**config.mk**
```make
export PLATFORM = sky130hd
export DESIGN_NAME = host_serial_register_port
export DESIGN_NICKNAME = d
export VERILOG_FILES = /design/src/hostport_pkg.sv /design/src/gap_timer.sv /design/src/host_serial_register_port.sv /design/src/pin_sync.sv
export SDC_FILE = /design/constraint.sdc
export NUM_CORES = 1
export LEC_CHECK = 0
export ABC_AREA = 1
export BUFFER_PORTS_ARGS = -buffer_cell sky130_fd_sc_hd__clkbuf_2
export CAP_MARGIN = 25
export CELL_PAD_IN_SITES_DETAIL_PLACEMENT = 0
export CELL_PAD_IN_SITES_GLOBAL_PLACEMENT = 2
export CORE_MARGIN = 1.5
export CORE_UTILIZATION = 30
export DETAILED_ROUTE_END_ITERATION = 16
export PLACE_DENSITY_LB_ADDON = 0.1
export SLEW_MARGIN = 5
export SYNTH_ARGS = -nofsm -noshare
export SYNTH_HDL_FRONTEND = slang
export SYNTH_HIERARCHICAL = 1
export SYNTH_SLANG_ARGS = --single-unit
```
**constraint.sdc**
```tcl
create_clock -name CORE_CLK -period 2.1 [get_ports CORE_CLK]
set_input_delay 0.105 -clock CORE_CLK [delete_from_list [all_inputs] [get_ports CORE_CLK]]
set_output_delay 0.105 -clock CORE_CLK [all_outputs]
set_load 0.01 [all_outputs]
```
**src/hostport_pkg.sv**
```systemverilog
package hostport_pkg;

    // Word layout
    localparam int WORD_W = 16;
    localparam int ADDR_W = 12;
    localparam int COUNT_W = 8;
    localparam int CMD_RW_BIT = 15;
    localparam int CMD_STEP_BIT = 14;
    localparam int TMR_W = 4;

    // Core clock period and link gaps, all in tenths of a nanosecond
    localparam int CORE_PERIOD_X10 = 400;
    localparam int WR_GAP_X10 = 1000;
    localparam int RD_GAP_X10 = 1484;
    localparam int AUX_GAP_X10 = 2226;
    localparam int CS_HOLD_X10 = 4450;

    // Least times round up to whole core cycles
    localparam logic [TMR_W-1:0] WR_GAP_CYC =
        TMR_W'((WR_GAP_X10 + CORE_PERIOD_X10 - 1) / CORE_PERIOD_X10);
    localparam logic [TMR_W-1:0] RD_GAP_CYC =
        TMR_W'((RD_GAP_X10 + CORE_PERIOD_X10 - 1) / CORE_PERIOD_X10);
    localparam logic [TMR_W-1:0] AUX_GAP_CYC =
        TMR_W'((AUX_GAP_X10 + CORE_PERIOD_X10 - 1) / CORE_PERIOD_X10);
    localparam logic [TMR_W-1:0] CS_HOLD_CYC =
        TMR_W'((CS_HOLD_X10 + CORE_PERIOD_X10 - 1) / CORE_PERIOD_X10);

    // Serial clock: six core cycles per bit, three low then three high
    localparam logic [2:0] PH_RISE = 3'h3;
    localparam logic [2:0] PH_LAST = 3'h5;
    localparam logic [3:0] LAST_BIT = 4'hf;

    // Values after reset
    localparam logic RST_CS_N = 1'b1;
    localparam logic RST_SCLK = 1'b0;
    localparam logic RST_PORT_SEL = 1'b0;

endpackage

```
**src/gap_timer.sv**
```systemverilog
`timescale 1ns/100ps
module gap_timer
(
    // Clock and reset
    input wire logic clk,
    input wire logic rst,
    input wire logic ce,
    // Control
    input wire logic load,
    input wire logic [hostport_pkg::TMR_W-1:0] value,
    output logic done
);

    typedef struct packed {
        logic [hostport_pkg::TMR_W-1:0] cnt;
    } tmr_t;

    tmr_t t_reg;
    tmr_t t_next;

    always_comb
    begin
        t_next = t_reg;
        if (load)
        begin
            t_next.cnt = value;
        end
        else if (t_reg.cnt != '0)
        begin
            t_next.cnt = t_reg.cnt - 1'b1;
        end
    end

    always_ff @(posedge clk or posedge rst)
    begin
        if (rst)
        begin
            t_reg <= '0;
        end
        else if (ce)
        begin
            t_reg <= t_next;
        end
    end

    assign done = (t_reg.cnt == '0);

endmodule

```
**src/host_serial_register_port.sv**
```systemverilog
`timescale 1ns/100ps
// What this block does
// - Every access opens with a 16-bit command word, MSB first.
// - Without address stepping, exactly one data word follows the command.
// - Read flag high selects a read; read data arrives MSB first.
// - Only one chained device may be selected during a read.
// - Writes keep an idle gap between command and data word.
// - The same gap separates consecutive write sequences.
// - Stepped writes keep the gap between consecutive data words.
// - Write gap depends on pixel clock; unlocked needs 100 ns; this block always uses the fixed 100 ns.
// - Reads wait after command and between words before the next burst.
// - Auxiliary packet buffer reads wait at least 222.6 ns per word.
// - Chip select stays low after last rising edge, 445 ns worst case.
module host_serial_register_port
(
    // Clock and reset
    input wire logic CORE_CLK,
    input wire logic SYS_RST,
    input wire logic CLK_EN,
    // Access request
    input wire logic REQ_VALID,
    output logic REQ_READY,
    input wire logic REQ_READ,
    input wire logic REQ_STEP,
    input wire logic REQ_AUX,
    input wire logic [hostport_pkg::ADDR_W-1:0] REQ_ADDR,
    input wire logic [hostport_pkg::COUNT_W-1:0] REQ_COUNT,
    // Write data
    input wire logic WR_VALID,
    input wire logic [hostport_pkg::WORD_W-1:0] WR_DATA,
    output logic WR_TAKEN,
    // Read data
    output logic RD_VALID,
    output logic [hostport_pkg::WORD_W-1:0] RD_DATA,
    output logic BUSY,
    // Device pins
    output logic SCLK,
    output logic CS_N,
    output logic SERIAL_IN,
    input wire logic SERIAL_OUT,
    output logic PORT_SEL
);

    typedef enum logic [2:0] {IDLE, SETUP, SHIFT, GAP, HOLD, REST} state_t;

    typedef struct packed {
        state_t state;
        logic sclk;
        logic cs_n;
        logic sdo;
        logic port_sel;
        logic [hostport_pkg::WORD_W-1:0] shreg;
        logic [hostport_pkg::WORD_W-1:0] rdata;
        logic [hostport_pkg::WORD_W-1:0] rd_out;
        logic [3:0] bitcnt;
        logic [2:0] phase;
        logic [hostport_pkg::COUNT_W:0] words;
        logic is_read;
        logic is_step;
        logic is_aux;
        logic is_cmd;
        logic rd_valid;
        logic wr_taken;
        logic req_ready;
        logic busy;
    } port_t;

    port_t s_reg;
    port_t s_next;
    logic tmr_load;
    logic [hostport_pkg::TMR_W-1:0] tmr_val;
    logic tmr_done;
    logic sdo_level;

    // Read data crosses in from the pin; the slow bit rate leaves room for the two stages
    pin_sync u_sync
    (
        .clk(CORE_CLK),
        .rst(SYS_RST),
        .ce(CLK_EN),
        .pin(SERIAL_OUT),
        .level(sdo_level)
    );

    gap_timer u_timer
    (
        .clk(CORE_CLK),
        .rst(SYS_RST),
        .ce(CLK_EN),
        .load(tmr_load),
        .value(tmr_val),
        .done(tmr_done)
    );

    always_comb
    begin
        s_next = s_reg;
        s_next.rd_valid = 1'b0;
        s_next.wr_taken = 1'b0;
        s_next.port_sel = hostport_pkg::RST_PORT_SEL;
        tmr_load = 1'b0;
        tmr_val = hostport_pkg::WR_GAP_CYC;
        case (s_reg.state)
            IDLE:
            begin
                s_next.req_ready = 1'b1;
                s_next.busy = 1'b0;
                if (REQ_VALID && s_reg.req_ready)
                begin
                    s_next.req_ready = 1'b0;
                    s_next.busy = 1'b1;
                    s_next.cs_n = 1'b0;
                    s_next.is_read = REQ_READ;
                    s_next.is_step = REQ_STEP;
                    s_next.is_aux = REQ_AUX;
                    s_next.is_cmd = 1'b1;
                    s_next.shreg = {REQ_READ, REQ_STEP, 2'h0, REQ_ADDR};
                    s_next.sdo = REQ_READ;
                    // A plain access carries exactly one data word
                    s_next.words = REQ_STEP ? ({1'b0, REQ_COUNT} + 9'h001) : 9'h001;
                    s_next.state = SETUP;
                end
            end
            SETUP:
            begin
                s_next.phase = 3'h0;
                s_next.bitcnt = 4'h0;
                s_next.state = SHIFT;
            end
            SHIFT:
            begin
                if (s_reg.phase == hostport_pkg::PH_LAST)
                begin
                    s_next.sclk = 1'b0;
                    s_next.phase = 3'h0;
                    if (s_reg.is_read && !s_reg.is_cmd)
                    begin
                        s_next.rdata = {s_reg.rdata[14:0], sdo_level};
                    end
                    if (s_reg.bitcnt == hostport_pkg::LAST_BIT)
                    begin
                        s_next.sdo = 1'b0;
                        tmr_load = 1'b1;
                        if (s_reg.is_cmd)
                        begin
                            s_next.is_cmd = 1'b0;
                            s_next.state = GAP;
                            if (s_reg.is_read)
                            begin
                                tmr_val = s_reg.is_aux ? hostport_pkg::AUX_GAP_CYC
                                                       : hostport_pkg::RD_GAP_CYC;
                            end
                            else
                            begin
                                tmr_val = hostport_pkg::WR_GAP_CYC;
                            end
                        end
                        else
                        begin
                            s_next.words = s_reg.words - 9'h001;
                            if (s_reg.is_read)
                            begin
                                s_next.rd_out = {s_reg.rdata[14:0], sdo_level};
                                s_next.rd_valid = 1'b1;
                            end
                            if (s_reg.words == 9'h001)
                            begin
                                tmr_val = hostport_pkg::CS_HOLD_CYC;
                                s_next.state = HOLD;
                            end
                            else
                            begin
                                // Device steps the address itself; no new command
                                if (s_reg.is_read)
                                begin
                                    tmr_val = s_reg.is_aux ? hostport_pkg::AUX_GAP_CYC
                                                           : hostport_pkg::RD_GAP_CYC;
                                end
                                else
                                begin
                                    tmr_val = hostport_pkg::WR_GAP_CYC;
                                end
                                s_next.state = GAP;
                            end
                        end
                    end
                    else
                    begin
                        s_next.bitcnt = s_reg.bitcnt + 4'h1;
                        s_next.shreg = {s_reg.shreg[14:0], 1'b0};
                        s_next.sdo = s_reg.shreg[14];
                    end
                end
                else
                begin
                    s_next.phase = s_reg.phase + 3'h1;
                    if (s_reg.phase + 3'h1 == hostport_pkg::PH_RISE)
                    begin
                        s_next.sclk = 1'b1;
                    end
                end
            end
            GAP:
            begin
                if (tmr_done)
                begin
                    if (s_reg.is_read)
                    begin
                        s_next.shreg = '0;
                        s_next.sdo = 1'b0;
                        s_next.phase = 3'h0;
                        s_next.bitcnt = 4'h0;
                        s_next.state = SHIFT;
                    end
                    else if (WR_VALID)
                    begin
                        s_next.shreg = WR_DATA;
                        s_next.sdo = WR_DATA[15];
                        s_next.wr_taken = 1'b1;
                        s_next.phase = 3'h0;
                        s_next.bitcnt = 4'h0;
                        s_next.state = SHIFT;
                    end
                end
            end
            HOLD:
            begin
                if (tmr_done)
                begin
                    s_next.cs_n = 1'b1;
                    tmr_load = 1'b1;
                    tmr_val = hostport_pkg::WR_GAP_CYC;
                    s_next.state = REST;
                end
            end
            REST:
            begin
                if (tmr_done)
                begin
                    s_next.req_ready = 1'b1;
                    s_next.state = IDLE;
                end
            end
            default:
            begin
                s_next.state = IDLE;
            end
        endcase
    end

    always_ff @(posedge CORE_CLK or posedge SYS_RST)
    begin
        if (SYS_RST)
        begin
            s_reg <= '0;
            s_reg.state <= IDLE;
            s_reg.cs_n <= hostport_pkg::RST_CS_N;
            s_reg.sclk <= hostport_pkg::RST_SCLK;
            s_reg.port_sel <= hostport_pkg::RST_PORT_SEL;
        end
        else if (CLK_EN)
        begin
            s_reg <= s_next;
        end
    end

    assign REQ_READY = s_reg.req_ready;
    assign WR_TAKEN = s_reg.wr_taken;
    assign RD_VALID = s_reg.rd_valid;
    assign RD_DATA = s_reg.rd_out;
    assign BUSY = s_reg.busy;
    assign SCLK = s_reg.sclk;
    assign CS_N = s_reg.cs_n;
    assign SERIAL_IN = s_reg.sdo;
    assign PORT_SEL = s_reg.port_sel;

    // Helper counters watched only by the checks below
    logic [7:0] low_run;
    logic [7:0] since_rise;
    logic [8:0] data_words;

    always_ff @(posedge CORE_CLK or posedge SYS_RST)
    begin
        if (SYS_RST)
        begin
            low_run <= 8'h00;
            since_rise <= 8'h00;
            data_words <= 9'h000;
        end
        else if (CLK_EN)
        begin
            low_run <= s_next.sclk ? 8'h00 : ((low_run == 8'hff) ? low_run : low_run + 8'h01);
            since_rise <= (s_next.sclk && !s_reg.sclk) ? 8'h00
                        : ((since_rise == 8'hff) ? since_rise : since_rise + 8'h01);
            if (s_reg.state == IDLE)
            begin
                data_words <= 9'h000;
            end
            else if (s_reg.state == SHIFT && s_next.state != SHIFT && !s_reg.is_cmd)
            begin
                data_words <= data_words + 9'h001;
            end
        end
    end
endmodule

```
**src/pin_sync.sv**
```systemverilog
`timescale 1ns/100ps
module pin_sync
(
    // Clock and reset
    input wire logic clk,
    input wire logic rst,
    input wire logic ce,
    // Pin
    input wire logic pin,
    output logic level
);

    typedef struct packed {
        logic first;
        logic second;
    } sync_t;

    sync_t s_reg;
    sync_t s_next;

    always_comb
    begin
        s_next = s_reg;
        s_next.first = pin;
        s_next.second = s_reg.first;
    end

    always_ff @(posedge clk or posedge rst)
    begin
        if (rst)
        begin
            s_reg <= '0;
        end
        else if (ce)
        begin
            s_reg <= s_next;
        end
    end

    assign level = s_reg.second;

endmodule

```
==> flow_metrics.py <==
metrics = {
    "synth": {
        "synth_area_mm2": 0.004693,
        "synth_cell_types": 40,
        "syn_area_per_cell_um2": 7.438,
        "syn-num-nets": 681,
        "synth_top_area_share_pct": 42.66,
        "synthTopCellsByArea": "dfrtp_1 43%, nand2_1 18%, nand3_1 5.8%, inv_1 4.6%, o21ai_1 3.4%",
        "synth_seq_cells": 81,
        "syn-instance-count": 631,
        "yosysSeqAreaShare_pct": 43.22,
        "synth_top_area_cell": "dfrtp_1",
        "yosysWarnings": 6,
    },
    "drt": {
        "dr.pass1.iters": 5,
        "wl_per_cell_um": 12.47,
        "viasPerCell": 4.346,
        "vias": 3964,
        "routed_wl_um": 11370,
        "final_antenna_net_count": 0,
        "remaining_drc_errors": 0,
        "dr.first_iter.drc_count": 176,
    },
    "place": {
        "gp_congestion": 0.8015,
        "portBuffers": 67,
        "dpl_worst_slack_ns": 0.1283,
        "hpwl_um": 8247,
    },
    "sta": {
        "grt_setup_unrepaired": "no",
        "max_freq_mhz": 531.4,
        "setup_slack_ns": 0.2181,
        "fin_setup_tns_ns": 0,
        "drv_slew": 0,
        "clock_skew_ns": 0.009293,
        "setup_viol": 0,
        "hold_viol_final": 0,
        "period_needed_ns": 1.882,
        "timing.final.crit_share_pct": 89.62,
    },
    "run_status": {
        "status": "finished clean",
    },
    "clock_network": {
        "clk_latency_ns": 0.35,
        "clock_sinks": 81,
        "cts_root_buffer": "clkbuf_16",
        "htreeDepth": 3,
        "cts_tree": "yes",
        "cts.clk_slew.worst_paths_ns": 0.06,
        "cts_buffer_depth": 2,
        "cts_made_buffers": 9,
    },
    "floorplanning": {
        "die_area_mm2": 0.01640,
        "ios": 69,
        "dieWidth_um": 128.1,
        "core_area_mm2": 0.01526,
        "initial_core_util_pct": 30.76,
        "die_y_um": 128.1,
        "rows": 45,
    },
    "critical_path": {
        "cp_max_fo": 10,
        "end_kind": "register",
        "crit_required_ns": 2.34,
        "crit_type": "reg2reg",
        "cp.arrival_ns": 2.12,
        "crit_path_start_kind": "register",
    },
    "grt": {
        "grt_pass1_vias": 3979,
        "grt-ovfl-total": 0,
        "grt_pass1_wl_um": 19600,
        "grt_max_degree": 76,
        "antenna_found_initial": 0,
        "gr-usage-all-layers_pct": 15.34,
    },
    "cells_and_area": {
        "area_growth_pct": 18.64,
        "layout-drive-gt1-share_pct": 24.11,
        "diodes": 0,
        "fillers": 1667,
        "largest_reg_flops": 52,
        "nNetsFinal": 746,
    },
    "power_and_ir_drop": {
        "powerDensity_mw_per_mm2": 1180,
        "vdd_ir_drop_max_uv": 425.8,
        "power_leakage_nw": 2.815,
        "total_power_mw": 6.571,
    },
    "min_path": {
        "hold_class": "in2reg",
    },
    "run": {
        "maxCapViolations": 0,
    },
}
power by group:
part | total [mW] | internal [mW] | switching (mW) | leakage, nW
clock network | 1.67 | 0.971 | 0.695 | 0.155
registers | 2.21 | 1.91 | 0.304 | 1.08
logic | 2.69 | 0.944 | 1.75 | 1.58
worst max-delay path, stage by stage, from the launching register on:
cell	delay, ns
dfrtp_1	0.42
buf_4	0.17
inv_2	0.07
nand2_2	0.06
nor2_2	0.27
nand2_1	0.20
nand3_2	0.12
nand3_4	0.13
buf_4	0.20
nand2_1	0.06
nand2_1	0.05
routing by layer:
layer  vias to the layer above  share of wire (%)  track usage (%)
met4                         0                1.5            4.957
li1                       2098                  -                -
met2                        53                 46            24.38
met3                        15                3.3            3.631
met1                      1798                 49            20.62
met5                         -                  0                0
final cells by class:
class                           instances  area, um2  share of cell area, %
Clock buffer                           10      239.0                  4.292
Clock inverter                          6      72.57                  1.303
Inverter                               68      259.0                  4.652
Multi-Input combinational cell        448       2190                  39.33
Sequential cell                        81       2028                  36.43
Tap cell                              211      264.0                  4.742
Timing Repair Buffer                   88      515.5                  9.258
final timing paths:
check / start / cells after the start / to / slack [ns]
max in group asynchronous: SYS_RST / 4 / s_reg[77] / 1.35
min in group asynchronous: SYS_RST / 3 / u_sync/level / 0.18
setup reg to reg: s_reg[76] / 10 / s_reg[60] / 0.22
hold / removal: WR_VALID / 3 / WR_TAKEN / 0.007
setup / recovery: s_reg[76] / 10 / s_reg[60] / 0.22
hold reg to reg: s_reg[5] / 2 / s_reg[5] / 0.47
cells in the mapped netlist (all sizes together):
cell type,count
nand4,3
o21a,1
nand2,249
a22o,1
nor2,50
nor3,5
o211ai,1
dfrtp,80
xnor2,1
clkbuf,2
buf,32
nor4,1
or2,4
dfstp,1
nand3,60
conb,1
o21ai,60
xor2,1
a21oi,3
nand3b,1
ha,5
a31oi,1
inv,68
through the flow:
stage | area (um2) | utilization [%] | hold slack, ns | cells
5_1_grt | 5568 | 36.49 | 0.04514 | 912
3_5_place_dp | 5149 | 33.74 | -0.01071 | 888
4_1_cts | 5500 | 36.05 | 0.001520 | 908
2_1_floorplan | 4693 | - | -0.1538 | 631
6_report | 5568 | 36.49 | 0.006743 | 912
3_3_place_gp | 5149 | 33.74 | -0.02082 | 888
kinds of logic (layout without fill, tap and decap cells):
group	after synthesis	after routing	share of synthesized area, %
AO/OA/AOI/OAI	67	67	7.678
XOR/XNOR	2	2	0.3733
adder cells (fa/ha/maj)	5	5	1.333
buffers and inverters	102	172	10.93
flip-flops	81	81	43.22
other	1	1	0.07990
AND/OR/NAND/NOR	373	373	36.39
what timing repair did:
action,CTS,global route
resized for setup,0,11
buffers inserted,0,4
endpoints found under the setup margin,0,14
hold buffers,4,0
hold endpoints to repair,83,0
cells in the final DEF, fill, tap and decap left out, drive strengths merged:
| cell type | instances |
|---|---|
| nand2 | 249 |
| dfrtp | 80 |
| clkbuf | 77 |
| inv | 70 |
| nand3 | 60 |
| o21ai | 60 |
| nor2 | 50 |
| buf | 17 |
| nor3 | 5 |
| ha | 5 |
| or2 | 4 |
| dlygate4sd3 | 4 |
| nand4 | 3 |
| a21oi | 3 |
| clkinv | 3 |
| dfstp | 1 |
| xnor2 | 1 |
| nor4 | 1 |
| o21a | 1 |
| a31oi | 1 |
| o211ai | 1 |
| nand3b | 1 |
| a22o | 1 |
| xor2 | 1 |
| conb | 1 |
| bufinv | 1 |
(Power assumes the default switching activity.)
